### src/rtl/eptrk_pkg.sv
// constants and types for encoder position tracking
package eptrk_pkg;
    // position control scale
    localparam int unsigned EPTRK_CPR_BITS  = 13;
    localparam int unsigned EPTRK_POS_W     = 32;
    // native resolution codes
    localparam logic [2:0] EPTRK_RES_8K     = 3'h0;
    localparam logic [2:0] EPTRK_RES_32K    = 3'h1;
    localparam logic [2:0] EPTRK_RES_64K    = 3'h2;
    localparam logic [2:0] EPTRK_RES_1M     = 3'h3;
    localparam logic [2:0] EPTRK_RES_OLD1M  = 3'h4;
    localparam int unsigned EPTRK_RAW_W     = 20;
    // error codes
    localparam logic [7:0] EPTRK_ERR_NONE   = 8'h00;
    localparam logic [7:0] EPTRK_ERR_NOREF  = 8'h53;
    localparam logic [7:0] EPTRK_ERR_ENCTYP = 8'h51;
    localparam logic [7:0] EPTRK_ERR_BATT   = 8'h52;
    localparam logic [7:0] EPTRK_ERR_QUAD   = 8'h54;
    localparam logic [7:0] EPTRK_ERR_FOLLOW = 8'h55;
    // apb register byte addresses
    localparam logic [7:0] EPTRK_A_CTRL     = 8'h00;
    localparam logic [7:0] EPTRK_A_CMD      = 8'h04;
    localparam logic [7:0] EPTRK_A_STAT     = 8'h08;
    localparam logic [7:0] EPTRK_A_POS      = 8'h0c;
    localparam logic [7:0] EPTRK_A_LOLIM    = 8'h10;
    localparam logic [7:0] EPTRK_A_HILIM    = 8'h14;
    localparam logic [7:0] EPTRK_A_PRESET   = 8'h18;
    localparam logic [7:0] EPTRK_A_REFPOS   = 8'h1c;
    localparam logic [7:0] EPTRK_A_BIAS     = 8'h20;
    localparam logic [7:0] EPTRK_A_FINE     = 8'h24;
    // ctrl fields
    localparam int unsigned EPTRK_C_ABS     = 0;
    localparam int unsigned EPTRK_C_QUAD    = 1;
    localparam int unsigned EPTRK_C_FOLLOW  = 2;
    // cmd fields (write one to act; run is a level, rewritten on every cmd write)
    localparam int unsigned EPTRK_K_SEARCH  = 0;
    localparam int unsigned EPTRK_K_PRESET  = 1;
    localparam int unsigned EPTRK_K_CANCEL  = 2;
    localparam int unsigned EPTRK_K_CLRERR  = 3;
    localparam int unsigned EPTRK_K_RUN     = 4;
    // reset values
    localparam logic [31:0] EPTRK_RST_LOLIM = 32'h8000_0000;
    localparam logic [31:0] EPTRK_RST_HILIM = 32'h7fff_ffff;

    typedef enum logic [4:0] {
        EPTRK_S_DIAG  = 5'b00001,
        EPTRK_S_QUERY = 5'b00010,
        EPTRK_S_READ  = 5'b00100,
        EPTRK_S_RUN   = 5'b01000,
        EPTRK_S_SRCH  = 5'b10000
    } eptrk_state_t;

    // serial encoder sample from the amplifier link
    typedef struct packed {
        logic                     valid;
        logic [2:0]               res;
        logic [EPTRK_RAW_W-1:0]   angle;
        logic                     marker;
        logic                     referenced;
        logic                     batt_low;
        logic                     batt_lost;
    } eptrk_ser_t;

    // apb request
    typedef struct packed {
        logic        psel;
        logic        penable;
        logic        pwrite;
        logic [7:0]  paddr;
        logic [31:0] pwdata;
    } eptrk_apb_t;
endpackage

### src/rtl/eptrk_quad.sv
// quadrature decoder: synchronisers, edge count and error detection
`timescale 1ns/1ns
`default_nettype none
module eptrk_quad
    import eptrk_pkg::*;
(
    // clock and reset
    input  wire logic       clock,
    input  wire logic       srst,
    // encoder pins
    input  wire logic       pin_a,
    input  wire logic       pin_b,
    input  wire logic       pin_z,
    // decoded events
    output logic            step,
    output logic            up,
    output logic            quad_err,
    output logic            marker
);
    typedef struct packed {
        logic [2:0] s1;
        logic [2:0] s2;
        logic [2:0] prev;
    } eptrk_q_t;

    eptrk_q_t q_r, q_nxt;
    logic [1:0] now_ab;
    logic [1:0] old_ab;

    // first stage feeds only the second stage
    always_comb
    begin
        q_nxt      = q_r;
        q_nxt.s1   = {pin_z, pin_b, pin_a};
        q_nxt.s2   = q_r.s1;
        q_nxt.prev = q_r.s2;
    end

    always_ff @(posedge clock)
    begin
        if (srst)
            q_r <= '0;
        else
            q_r <= q_nxt;
    end

    assign now_ab = q_r.s2[1:0];
    assign old_ab = q_r.prev[1:0];
    // any single-channel edge counts; direction from gray order
    assign step     = (now_ab ^ old_ab) == 2'h1 || (now_ab ^ old_ab) == 2'h2;
    assign up       = (old_ab[0] ^ now_ab[1]);
    assign quad_err = (now_ab ^ old_ab) == 2'h3; // both moved together
    assign marker   = q_r.s2[2] & ~q_r.prev[2]; // rising marker edge
endmodule // eptrk_quad
`default_nettype wire

### src/rtl/eptrk_scale.sv
// scales a serial encoder angle to 8192 counts per rev
`timescale 1ns/1ns
`default_nettype none
module eptrk_scale
    import eptrk_pkg::*;
(
    // sample in
    input  wire logic [2:0]             res,
    input  wire logic [EPTRK_RAW_W-1:0] angle,
    // scaled out
    output logic [EPTRK_CPR_BITS-1:0]   coarse,
    output logic                        supported
);
    // drop the extra fine bits for position control
    always_comb
    begin
        coarse    = angle[EPTRK_CPR_BITS-1:0];
        supported = 1'b1;
        if (res == EPTRK_RES_8K)
            coarse = angle[12:0];
        else if (res == EPTRK_RES_32K)
            coarse = angle[14:2];
        else if (res == EPTRK_RES_64K)
            coarse = angle[15:3];
        else if (res == EPTRK_RES_1M)
            coarse = angle[19:7];
        else
            supported = 1'b0; // old million-count type refused
    end
endmodule // eptrk_scale
`default_nettype wire

### src/rtl/eptrk_top.sv
// position tracking core with apb registers
//
// Added by the designer: the address map and the APB slave port.
`timescale 1ns/1ns
`default_nettype none
module eptrk_top
    import eptrk_pkg::*;
(
    // clock and reset
    input  wire logic        clock,
    input  wire logic        srst,
    // apb slave
    input  wire logic        psel,
    input  wire logic        penable,
    input  wire logic        pwrite,
    input  wire logic [7:0]  paddr,
    input  wire logic [31:0] pwdata,
    output logic [31:0]      prdata,
    output logic             pready,
    output logic             pslverr,
    // serial encoder link, already in this clock domain
    input  wire eptrk_ser_t  ser,
    output logic             ser_query,
    // quadrature pins
    input  wire logic        pin_a,
    input  wire logic        pin_b,
    input  wire logic        pin_z,
    // power-on diagnostics and nonvolatile bias store
    input  wire logic        diag_done,
    input  wire logic        nv_valid,
    input  wire logic [31:0] nv_bias,
    output logic             nv_write,
    output logic [31:0]      nv_wdata,
    // status to the motion engine
    output logic             position_ok_flag,
    output logic             motion_enable,
    output logic [31:0]      axis_pos,
    output logic [19:0]      fine_angle
);
    typedef struct packed {
        eptrk_state_t  st;
        logic [2:0]    ctrl;
        logic [31:0]   lolim;
        logic [31:0]   hilim;
        logic [31:0]   preset;
        logic [31:0]   refpos;
        logic [31:0]   bias;
        logic          bias_ok;
        logic [31:0]   pos;
        logic          ok;
        logic          run;
        logic [7:0]    err;
        logic          batt_low;
        logic          batt_lost;
        logic          nvw;
        logic [31:0]   rdata;
        logic [12:0]   last_c;
        logic [19:0]   fine;
    } eptrk_s_t;

    eptrk_s_t s_r, s_nxt;

    logic                q_step;
    logic                q_up;
    logic                q_err;
    logic                q_mark;
    logic [12:0]         coarse;
    logic                supported;
    logic                wr;
    logic                rd;
    logic                is_abs;
    logic                is_quad;
    logic [31:0]         enc_pos;
    logic [12:0]         delta;
    logic [31:0]         inc_pos;
    logic                do_search;
    logic                do_preset;
    logic                do_cancel;

    eptrk_quad u_quad (
        .clock    (clock),
        .srst     (srst),
        .pin_a    (pin_a),
        .pin_b    (pin_b),
        .pin_z    (pin_z),
        .step     (q_step),
        .up       (q_up),
        .quad_err (q_err),
        .marker   (q_mark)
    );

    eptrk_scale u_scale (
        .res       (ser.res),
        .angle     (ser.angle),
        .coarse    (coarse),
        .supported (supported)
    );

    // apb decode; zero wait states
    assign wr = psel & penable & pwrite;
    assign rd = psel & ~penable & ~pwrite;
    assign is_abs  = s_r.ctrl[EPTRK_C_ABS] & ~s_r.ctrl[EPTRK_C_QUAD];
    assign is_quad = s_r.ctrl[EPTRK_C_QUAD];
    assign do_search = wr && paddr == EPTRK_A_CMD && pwdata[EPTRK_K_SEARCH];
    assign do_preset = wr && paddr == EPTRK_A_CMD && pwdata[EPTRK_K_PRESET];
    assign do_cancel = wr && paddr == EPTRK_A_CMD && pwdata[EPTRK_K_CANCEL];
    // absolute location is encoder angle plus the stored bias
    assign enc_pos = {{(32-EPTRK_CPR_BITS){1'b0}}, coarse};
    // signed count change since last serial sample, 8192 per rev
    assign delta = coarse - s_r.last_c;
    assign inc_pos = s_r.pos + {{19{delta[12]}}, delta};

    always_comb
    begin
        s_nxt = s_r;
        s_nxt.nvw = 1'b0;
        // register reads, captured in the setup cycle
        s_nxt.rdata = 32'h0;
        if (rd)
        begin
            if (paddr == EPTRK_A_CTRL)
                s_nxt.rdata = {29'h0, s_r.ctrl};
            else if (paddr == EPTRK_A_STAT)
                s_nxt.rdata = {16'h0, s_r.err, 2'h0, s_r.batt_lost,
                    s_r.batt_low, s_r.bias_ok, s_r.run, ser.referenced, s_r.ok};
            else if (paddr == EPTRK_A_POS)
                s_nxt.rdata = s_r.pos;
            else if (paddr == EPTRK_A_LOLIM)
                s_nxt.rdata = s_r.lolim;
            else if (paddr == EPTRK_A_HILIM)
                s_nxt.rdata = s_r.hilim;
            else if (paddr == EPTRK_A_PRESET)
                s_nxt.rdata = s_r.preset;
            else if (paddr == EPTRK_A_REFPOS)
                s_nxt.rdata = s_r.refpos;
            else if (paddr == EPTRK_A_BIAS)
                s_nxt.rdata = s_r.bias;
            else if (paddr == EPTRK_A_FINE)
                s_nxt.rdata = {12'h0, s_r.fine};
        end
        // register writes
        if (wr)
        begin
            if (paddr == EPTRK_A_CTRL)
                s_nxt.ctrl = pwdata[2:0];
            else if (paddr == EPTRK_A_LOLIM)
                s_nxt.lolim = pwdata;
            else if (paddr == EPTRK_A_HILIM)
                s_nxt.hilim = pwdata;
            else if (paddr == EPTRK_A_PRESET)
                s_nxt.preset = pwdata;
            else if (paddr == EPTRK_A_REFPOS)
                s_nxt.refpos = pwdata;
            else if (paddr == EPTRK_A_CMD)
            begin
                if (pwdata[EPTRK_K_CLRERR])
                    s_nxt.err = EPTRK_ERR_NONE;
                s_nxt.run = pwdata[EPTRK_K_RUN];
            end
        end
        // battery reports latch until cleared; new report wins
        if (ser.valid && ser.batt_low)
            s_nxt.batt_low = 1'b1;
        else if (wr && paddr == EPTRK_A_CMD && pwdata[EPTRK_K_CLRERR])
            s_nxt.batt_low = 1'b0;
        if (ser.valid && ser.batt_lost)
            s_nxt.batt_lost = 1'b1;
        else if (wr && paddr == EPTRK_A_CMD && pwdata[EPTRK_K_CLRERR])
            s_nxt.batt_lost = 1'b0;
        if (ser.valid && ser.batt_lost && is_abs)
            s_nxt.bias_ok = 1'b0; // turns are gone, re-reference needed
        // errors after the clear so a same-cycle event is kept
        if (!is_quad && ser.valid && !supported)
            s_nxt.err = EPTRK_ERR_ENCTYP;
        if (s_r.ctrl[EPTRK_C_FOLLOW] && !is_quad)
            s_nxt.err = EPTRK_ERR_FOLLOW;
        if (ser.valid)
            s_nxt.fine = ser.angle; // full resolution for velocity

        case (s_r.st)
            EPTRK_S_DIAG:
            begin
                // restart from power up: flag stays low until rebuilt
                if (diag_done)
                    s_nxt.st = is_abs ? EPTRK_S_QUERY : EPTRK_S_RUN;
                if (nv_valid)
                begin
                    s_nxt.bias    = nv_bias;
                    s_nxt.bias_ok = 1'b1;
                end
                s_nxt.last_c = coarse;
            end
            EPTRK_S_QUERY:
            begin
                // ask referenced status; read angle only when valid
                if (ser.valid && ser.referenced && supported)
                    s_nxt.st = EPTRK_S_READ;
                // no angle known yet, so a preset cannot be honoured
                if (do_preset)
                    s_nxt.err = EPTRK_ERR_NOREF;
            end
            EPTRK_S_READ:
            begin
                if (ser.valid)
                begin
                    s_nxt.pos = enc_pos + s_r.bias;
                    s_nxt.ok  = s_r.bias_ok; // power-up restore
                    s_nxt.last_c = coarse; // incremental deltas start here
                    s_nxt.st  = EPTRK_S_RUN;
                end
            end
            EPTRK_S_RUN, EPTRK_S_SRCH:
            begin
                // position tracking
                if (is_quad)
                begin
                    if (q_step)
                        s_nxt.pos = q_up ? s_r.pos + 32'h1
                                         : s_r.pos - 32'h1;
                end
                else if (ser.valid && supported)
                begin
                    s_nxt.last_c = coarse;
                    // not yet referenced: run as incremental
                    if (is_abs && ser.referenced && s_r.bias_ok)
                        s_nxt.pos = enc_pos + s_r.bias;
                    else
                        s_nxt.pos = inc_pos;
                    if (!is_abs && $signed(inc_pos) > $signed(s_r.hilim))
                        s_nxt.pos = s_r.lolim; // wrap high to low
                    else if (!is_abs && $signed(inc_pos) < $signed(s_r.lolim))
                        s_nxt.pos = s_r.hilim; // wrap low to high
                end
                // quadrature error drops the flag
                if (is_quad && q_err)
                begin
                    s_nxt.ok  = 1'b0;
                    s_nxt.err = EPTRK_ERR_QUAD;
                end
                // preset position command
                if (do_preset)
                begin
                    if (is_abs && !ser.referenced)
                        s_nxt.err = EPTRK_ERR_NOREF; // refused
                    else
                    begin
                        s_nxt.pos = s_r.preset;
                        s_nxt.ok  = 1'b1;
                        if (is_abs)
                        begin
                            s_nxt.bias    = s_r.preset - enc_pos;
                            s_nxt.bias_ok = 1'b1;
                            s_nxt.nvw     = 1'b1;
                        end
                    end
                end
                if (s_r.st == EPTRK_S_RUN && do_search)
                begin
                    // quadrature keeps its flag unless cancel rides along
                    if (!is_quad || do_cancel)
                        s_nxt.ok = 1'b0;
                    if (!do_cancel)
                        s_nxt.st = EPTRK_S_SRCH;
                end
                else if (s_r.st == EPTRK_S_SRCH)
                begin
                    if (do_cancel)
                        s_nxt.st = EPTRK_S_RUN; // flag unchanged; still set if the quadrature search kept it
                    else if ((is_quad && q_mark) ||
                             (!is_quad && ser.valid && ser.marker &&
                              (!is_abs || ser.referenced)))
                    begin
                        s_nxt.pos = s_r.refpos;
                        s_nxt.ok  = 1'b1;
                        s_nxt.st  = EPTRK_S_RUN;
                        if (is_abs && !is_quad)
                        begin
                            s_nxt.bias    = s_r.refpos - enc_pos;
                            s_nxt.bias_ok = 1'b1;
                            s_nxt.nvw     = 1'b1;
                        end
                    end
                end
            end
            default:
                s_nxt.st = EPTRK_S_DIAG;
        endcase
    end

    always_ff @(posedge clock)
    begin
        if (srst)
        begin
            s_r       <= '0;
            s_r.st    <= EPTRK_S_DIAG;
            s_r.lolim <= EPTRK_RST_LOLIM;
            s_r.hilim <= EPTRK_RST_HILIM;
        end
        else
            s_r <= s_nxt;
    end

    // outputs
    assign prdata   = s_r.rdata;
    assign pready   = 1'b1;
    assign pslverr  = 1'b0;
    assign ser_query = (s_r.st == EPTRK_S_QUERY);
    assign nv_write = s_r.nvw; // saved at once
    assign nv_wdata = s_r.bias;
    assign position_ok_flag = s_r.ok;
    assign motion_enable = s_r.ok & s_r.run;
    assign axis_pos = s_r.pos;
    assign fine_angle = s_r.fine;
endmodule // eptrk_top
`default_nettype wire

### config.mk
export PLATFORM = sky130hd
export DESIGN_NAME = eptrk_top
export DESIGN_NICKNAME = d
export VERILOG_FILES = /design/src/rtl/eptrk_pkg.sv /design/src/rtl/eptrk_quad.sv /design/src/rtl/eptrk_scale.sv /design/src/rtl/eptrk_top.sv
export SDC_FILE = /design/constraint.sdc
export NUM_CORES = 1
export LEC_CHECK = 0
export BUFFER_PORTS_ARGS = -buffer_cell sky130_fd_sc_hd__buf_2
export CORE_ASPECT_RATIO = 0.7
export CORE_UTILIZATION = 50
export DETAILED_ROUTE_END_ITERATION = 6
export PLACE_DENSITY = 0.69
export SLEW_MARGIN = 20
export SYNTH_ARGS = -nofsm -noshare
export SYNTH_HDL_FRONTEND = slang
export SYNTH_SLANG_ARGS = --single-unit
### constraint.sdc
create_clock -name clock -period 21.5 [get_ports clock]
set_input_delay 3.225 -clock clock [delete_from_list [all_inputs] [get_ports clock]]
set_output_delay 3.225 -clock clock [all_outputs]
set_load 0.01 [all_outputs]
==> results.txt, run 1 <==
Status: finished with violations
Failing checks: design-rule violations
Final period utilization: 59.8%
Layout cells sized above 1: 12.9%
Vias in the first global route: 24400
Slowest stage cell, crit path: o41ai_1
Top-Level Pins: 232
Hold WS: 0.442 ns
Peak supply drop: 0.0841 mV
WHS Path Cells: 1
CTS resizes: 0
Nets@finish: 3564
Synth async-reset ratio: 0%
Peak fanout along the critical path: 20
XOR/XNOR share of the synthesized area: 4.97%
PortBufs: 229
Final min period: 12.85 ns
Internal Power: 1.47 mW
Num CTS Buffers: 31
Initial antenna violation count: 2
Clk_skew: 0.0166 ns
Num rows: 66
Die Y-Extent: 185 um
Startpoint class of the critical path: input port
Flops & latches, synth: 288
Syn Nets: 3547
Ranking of synthesized cells by area: dfxtp_1, ha_1, nand2_1, a21oi_1, mux2i_1
Multiplexer share of the synthesized area: 4.52%
Post-synthesis simple-gate area fraction: 20.1%
# DRC: 2
Clk network pwr share: 20.0%
Final Hold Vio Count: 0
Comb power frac: 58.0%
Htree depth: 1
Clk Latency, worst-skew pair: 0.63 ns
Post-synth EDFFs: 0
Total gr overflow: 0
Seq/Total Area, Yosys: 24.0%
First-pass DRT Iterations: 7
Final setup viols: 0
Post-CTS Hold Buffers: 0
DP HPWL: 88800 um
Most used DFF post-synth: dfxtp_1
Grt met1 use: 65.0%
Drt wl/cell: 30.1 um
Synthesized area: 24000 um2
Die ar.: 49000 um2
Gpl congestion: 1.07
Routed WL: 118000 um
Post-route ant nets: 0
Synth warnings: 0
Largest family of logic cells by synthesized area: compound AO/OA/AOI/OAI gates
Max_cap viols: 0
Clock slew at reported path FFs: 0.07 ns
Arrival time at the worst endpoint: 13.35 ns
Clock sink total: 288
Max Clk Rate: 77.8 MHz
Synth-to-Final Area Change: 7.89%
Yosys top cell area share: 24.0%
# diodes: 0
Worst min-delay path class: reg2reg
Synth Area in Compound Gates: 27.5%
Vias/cell: 6.90
Final Max Slew Viols: 0
Max-slew headroom: 18.8%
CP max stage delay: 0.78 ns
Synth cell types: 95
Setup TNS: 0 ns
Reg power frac: 21.9%
Starting Density: 51.2%
Switching share of power: 51.0%
CP Class: in2reg
Measured slew at the worst slew-check pin: 1.21 ns
RSZ-0062 raised after global routing: false
GR Util met3: 24.4%
Area leader, netlist: dfxtp_1
First-pass GRT wire length: 168000 um
Adder-cell area share of the yosys netlist: 9.71%
Root buf cell: clkbuf_16
Core footprint: 47000 um2
Vias post-DR: 27000
Syn Inst Count: 3254
CTS tree: done
Initial DRC count: 4841
Clock Tree Buf Depth: 3
Endpoint class of the critical path: flop
CP required: 21.99 ns
Post-CTS setup buffer count: 0
Syn Area/Cell: 7.39 um2
Total power per unit cell area: 115 nW/um2
Sw Pwr: 1.52 mW
Gr busiest metal: met1
GR Layer Usage met2: 60.9%
CP most frequent cell: nor2_1
Die Wd: 264 um
Largest net degree at the start of global routing: 76
P_leak: 11.0 nW
All-Layer GR Usage: 46.4%
Worst reg-to-reg path cell count: 29
cell type report:
class                           count  area, um2
Fill cell                        4455      21000
Multi-Input combinational cell   2516      16200
Sequential cell                   288       5770
Timing Repair Buffer              287       1590
Clock buffer                       35        811
Tap cell                          612        766
Inverter                          147        552
Clock inverter                     23        280
per-stage QoR:
step	setup WS (ns)	power, mW	instance area [um2]	util, %	instances
finish	8.65	2.99	25900	55.2	3908
global route	8.29	3.11	25900	55.2	3908
CTS	9.07	2.89	25900	55.2	3908
detailed placement	8.46	2.30	24800	52.8	3850
global placement	8.76	2.27	24800	52.8	3850
floorplan	10.68	1.79	24000	-	3254
power by group through the flow:
| stage | sequential (mW) | combinational, mW | clock, mW |
|---|---|---|---|
| 5_1_grt | 0.654 | 1.84 | 0.615 |
| 3_5_place_dp | 0.659 | 1.64 | 0 |
| 4_1_cts | 0.647 | 1.65 | 0.595 |
| 3_3_place_gp | 0.658 | 1.62 | 0 |
| 2_1_floorplan | 0.615 | 1.17 | 0 |
| 6_report | 0.656 | 1.73 | 0.599 |
worst max-delay path, delay by kind of cell:
kind | cells | cell delay (ns)
XOR/XNOR | 2 | 0.83
adder cells (fa/ha/maj) | 4 | 1.47
buffers and inverters | 5 | 0.90
AO/OA/AOI/OAI | 13 | 3.85
AND/OR/NAND/NOR | 12 | 3.01
cells by family after synthesis:
logic type      count (synthesis)
compound gates               1019
xor+xnor                      135
fa+ha+maj                     183
buf+inv                       450
flops                         288
mux                           108
other cells                     2
simple gates                 1069
cell usage after synthesis, types with 27 or more instances:
| cell type | count |
|---|---|
| clkbuf_1 | 151 |
| nor2b_1 | 27 |
| dfxtp_1 | 288 |
| o211ai_1 | 51 |
| buf_4 | 122 |
| a21o_1 | 43 |
| a21oi_1 | 337 |
| a211oi_1 | 48 |
| a31oi_1 | 35 |
| nand3_1 | 76 |
| xnor2_1 | 80 |
| nor3_1 | 58 |
| inv_1 | 147 |
| ha_1 | 177 |
| and3_1 | 29 |
| o22ai_1 | 29 |
| nor2_1 | 252 |
| a221oi_1 | 57 |
| xor2_1 | 54 |
| o21ai_0 | 175 |
| nand2_1 | 470 |
| o21a_1 | 28 |
| mux2i_1 | 103 |
layout by cell type, fill, tap and decap left out, types with 19 or more instances in the layout:
cell type	synthesis	layout
a221oi_1	57	57
and3_1	29	28
nand2b_1	26	26
a31oi_1	35	34
or3_1	19	19
clkbuf_16	0	31
buf_2	17	228
nor3_1	58	57
o21a_1	28	28
nand2_1	470	470
a211oi_1	48	47
o22ai_1	29	29
nand4_1	20	20
buf_4	122	58
nand3_1	76	75
a21o_1	43	43
a21oi_1	337	337
nor2_1	252	245
o211ai_1	51	51
a22oi_1	22	22
inv_1	147	145
xor2_1	54	54
o21ai_0	175	175
mux2i_1	103	103
dfxtp_1	288	288
nor2b_1	27	26
o221ai_1	26	26
and2_1	19	19
ha_1	177	177
xnor2_1	80	79
state kept, by name (all words and copies together), names as in the netlist:
register,flops
fine_angle,20
s_r,160
axis_pos,32
u_quad.old_ab,2
is_quad,1
u_quad.q_nxt,4
u_quad.q_r,1
prdata,32
nv_write,1
position_ok_flag,1
u_quad.now_ab,2
nv_wdata,32
worst paths after layout:
path / startpoint / end / slack [ns]
setup / recovery: ser[24] / axis_pos[23]$_SDFFE_PP0P_ / 8.65
hold / removal: u_quad.q_nxt[5]$_SDFF_PP0_ / u_quad.q_nxt[2]$_SDFF_PP0_ / 0.44
setup reg to reg: s_r[20]$_SDFFE_PP0P_ / axis_pos[23]$_SDFFE_PP0P_ / 12.37
hold reg to reg: u_quad.q_nxt[5]$_SDFF_PP0_ / u_quad.q_nxt[2]$_SDFF_PP0_ / 0.44
metal layers:
layer | part of all wire, % | vias to the layer above
met2 | 37 | 2226
li1 | - | 11700
met1 | 41 | 12800
met5 | 0.13 | -
met3 | 19 | 230
met4 | 2.6 | 4
Power figures use the tool's default switching activity.
==> run 2, diff against run 1 <==
--- a/config.mk
+++ b/config.mk
@@ -5,6 +5,7 @@
 export SDC_FILE = /design/constraint.sdc
 export NUM_CORES = 1
 export LEC_CHECK = 0
+export ABC_AREA = 1
 export BUFFER_PORTS_ARGS = -buffer_cell sky130_fd_sc_hd__buf_2
 export CORE_ASPECT_RATIO = 0.7
 export CORE_UTILIZATION = 50
==> constraint.sdc (replaced) <==
create_clock -name clock -period 13.39 [get_ports clock]
set_input_delay 2.0085 -clock clock [delete_from_list [all_inputs] [get_ports clock]]
set_output_delay 2.0085 -clock clock [all_outputs]
set_load 0.01 [all_outputs]
==> run 2 against run 1 <==
  * The run still ends with design-rule violations left
  * Critical path type unchanged
  * Combinational power is 49% higher
  * Global-route usage decreased by 5.6 points
  * Highest routed layer is now met4
  * Clock skew increased by 0.014 ns
  * Sequential share of layout area fell by 1.1 points
  * Area after synthesis is 6.4% higher
  * First-iteration DRC count shrank 14%
==> results.txt, run 2 <==
Synth-to-Final Area Change: 6.72% (was 7.89%)
Yosys top cell area share: 22.5% (was 24.0%)
RSZ-0062 raised after global routing: false (unchanged)
Clock Tree Buf Depth: 3 (unchanged)
Synth async-reset ratio: 0% (unchanged)
Post-CTS setup buffer count: 0 (unchanged)
Overall power: 4.57 mW (was 2.99 mW)
Gpl congestion: 1.06 (was 1.07)
# diodes: 0 (unchanged)
Post-synth EDFFs: 0 (unchanged)
Post-CTS Hold Buffers: 0 (unchanged)
Peak supply drop: 0.134 mV (was 0.0841 mV)
Switching share of power: 49.6% (was 51.0%)
CTS resizes: 0 (unchanged)
CP most frequent cell: nand2_1 (was nor2_1)
Area leader, netlist: dfxtp_1 (unchanged)
CP required: 13.92 ns (was 21.99 ns)
Status: finished with violations (unchanged)
Commonest cells post-synth: nand2_1, inv_1, a21oi_1 (was nand2_1, a21oi_1, dfxtp_1)
Final setup viols: 0 (unchanged)
Syn Nets: 4275 (was 3547)
Initial DRC count: 4167 (was 4841)
Endpoint class of the critical path: flop (unchanged)
Drt wl/cell: 23.4 um (was 30.1 um)
Vias post-DR: 28600 (was 27000)
Vias/cell: 6.10 (was 6.90)
First-pass GRT wire length: 161000 um (was 168000 um)
Final period utilization: 73.2%
Routed WL: 110000 um (was 118000 um)
Clock sink total: 288 (unchanged)
Arrival time at the worst endpoint: 10.34 ns (was 13.35 ns)
CP max stage delay: 0.83 ns (was 0.78 ns)
Total power per unit cell area: 167 nW/um2 (was 115 nW/um2)
Max Clk Rate: 102 MHz
Most used DFF post-synth: dfxtp_1 (unchanged)
Synthesized area: 25600 um2 (was 24000 um2)
Top-Level Pins: 232 (unchanged)
DP HPWL: 85100 um (was 88800 um)
Initial antenna violation count: 0 (was 2)
Max reg flops: 160 (unchanged)
Starting Density: 51.3% (was 51.2%)
Syn Area/Cell: 6.42 um2 (was 7.39 um2)
Synth warnings: 0 (unchanged)
Worst min-delay path class: reg2reg (unchanged)
Nets@finish: 4293 (was 3564)
Clk network pwr share: 21.6% (was 20.0%)
Clk Latency, worst-skew pair: 0.62 ns (was 0.63 ns)
Core footprint: 49900 um2 (was 47000 um2)
All-Layer GR Usage: 40.8% (was 46.4%)
Reg power frac: 22.2% (was 21.9%)
Max-slew headroom: 25.5% (was 18.8%)
Comb power frac: 56.2% (was 58.0%)
Top-count cell post-synth: nand2_1 (unchanged)
Setup TNS: 0 ns (unchanged)
Syn Inst Count: 3982 (was 3254)
Max_cap viols: 0 (unchanged)
Final Hold Vio Count: 0 (unchanged)
Seq/Total Area, Yosys: 22.5% (was 24.0%)
Layout fillers: 5106 (was 4455)
Num rows: 68 (was 66)
Most common cell after layout, fill and taps aside: nand2_1 (unchanged)
Largest net degree at the start of global routing: 96 (was 76)
Slowest stage cell, crit path: inv_1 (was o41ai_1)
Num CTS Buffers: 31 (unchanged)
Total gr overflow: 0 (unchanged)
CP Class: in2reg (unchanged)
Post-route ant nets: 0 (unchanged)
Final min period: 9.80 ns
CTS tree: done (unchanged)
Measured slew at the worst slew-check pin: 1.09 ns (was 1.21 ns)
Sw Pwr: 2.27 mW (was 1.52 mW)
Flops & latches, synth: 288 (unchanged)
Internal Power: 2.30 mW (was 1.47 mW)
Multi-input gate area: 16100 um2 (was 16200 um2)
# DRC: 5 (was 2)
Die Y-Extent: 191 um (was 185 um)
Synth cell types: 70 (was 95)
Vias in the first global route: 25000 (was 24400)
Area taken by flip-flops and latches: 5770 um2 (unchanged)
Clk_skew: 0.0308 ns (was 0.0166 ns)
Ranking of synthesized cells by area: dfxtp_1, nand2_1, a21oi_1, ha_1, inv_1 (was dfxtp_1, ha_1, nand2_1, a21oi_1, mux2i_1)
Die Wd: 272 um (was 264 um)
Most frequent cells in the layout: nand2_1, inv_1, a21oi_1, o21ai_0, nor2_1 (was nand2_1, a21oi_1, dfxtp_1, nor2_1, buf_2)
First-pass DRT Iterations: 7 (unchanged)
Failing checks: design-rule violations (unchanged)
PortBufs: 229 (unchanged)
Final Max Slew Viols: 0 (unchanged)
P_leak: 13.4 nW (was 11.0 nW)
Startpoint class of the critical path: input port (unchanged)
Root buf cell: clkbuf_16 (unchanged)
Htree depth: 1 (unchanged)
Top reg by flops: s_r (unchanged)
Peak fanout along the critical path: 54 (was 20)
Layout cells sized above 1: 10.9% (was 12.9%)
Clock slew at reported path FFs: 0.06 ns (was 0.07 ns)
Die ar.: 52100 um2 (was 49000 um2)
run 2: kinds of logic (layout without fill, tap and decap cells):
family,Yosys count,after routing,share of synthesized area [%]
and+or+nand+nor,1403,1403,23.5
other,2,2,0.0294
AOI/OAI and AO/OA,1188,1188,26.7
buffers and inverters,818,860,14.6
adders and majority gates,183,183,9.13
DFF,288,288,22.5
xor gates and xnor gates,100,100,3.42
run 2: path summary, 6_finish.rpt:
path                                   start                          end  slack [ns]  depth (start not counted)
setup reg to reg        s_r[20]$_SDFFE_PP0P_     axis_pos[0]$_SDFFE_PP0P_        6.06                         35
hold reg to reg   u_quad.q_nxt[3]$_SDFF_PP0_  u_quad.now_ab[0]$_SDFF_PP0_        0.40                          2
hold / removal    u_quad.q_nxt[3]$_SDFF_PP0_  u_quad.now_ab[0]$_SDFF_PP0_        0.40                          2
setup / recovery                     ser[26]     axis_pos[0]$_SDFFE_PP0P_        3.59                         44
run 2: per-stage QoR:
stage | instance area [um2] | std cells | hold slack (ns) | utilization (%) | setup WS (ns)
after detailed placement | 26200 | 4632 | 0.394 | 52.4 | 3.23
after CTS | 27300 | 4689 | 0.403 | 54.7 | 3.82
after global placement | 26200 | 4632 | 0.393 | 52.4 | 3.32
after global routing | 27300 | 4689 | 0.426 | 54.7 | 2.81
after floorplan | 25600 | 3982 | 0.388 | - | 5.58
final | 27300 | 4689 | 0.403 | 54.7 | 3.59
run 2: area by class of cell:
type | count | area share [%]
flip-flops and latches | 288 | 21.1
repair buffers | 263 | 5.14
inverters | 540 | 7.46
clock buffers | 38 | 3.16
multi-input cells | 2876 | 59.0
clock inverters | 19 | 1.03
well taps | 665 | 3.05
run 2: critical path: cells and delay by family:
family                   cells  cell delay (ns)
AND/OR/NAND/NOR             28             4.39
AO/OA/AOI/OAI                6             1.05
adder cells (fa/ha/maj)      4             1.29
buffers and inverters        6             1.56
run 2: power by group through the flow:
stage          combinational (mW)  sequential (mW)  clock [mW]
2_1_floorplan                1.90            0.980           0
6_report                     2.57             1.01       0.986
3_3_place_gp                 2.47             1.03           0
4_1_cts                      2.48             1.01       0.985
5_1_grt                      2.82             1.02        1.02
3_5_place_dp                 2.47             1.03           0
run 2: metal layers:
| metal | routed length, um | part of all wire (%) | track usage (%) | vias up |
|---|---|---|---|---|
| met5 | 0 | 0 | 0 | - |
| met4 | 5490 | 5.0 | 17.9 | 0 |
| met3 | 12900 | 12 | 7.19 | 256 |
| met2 | 43300 | 40 | 58.6 | 1837 |
| met1 | 47800 | 44 | 58.9 | 13100 |
| li1 | - | - | - | 13400 |
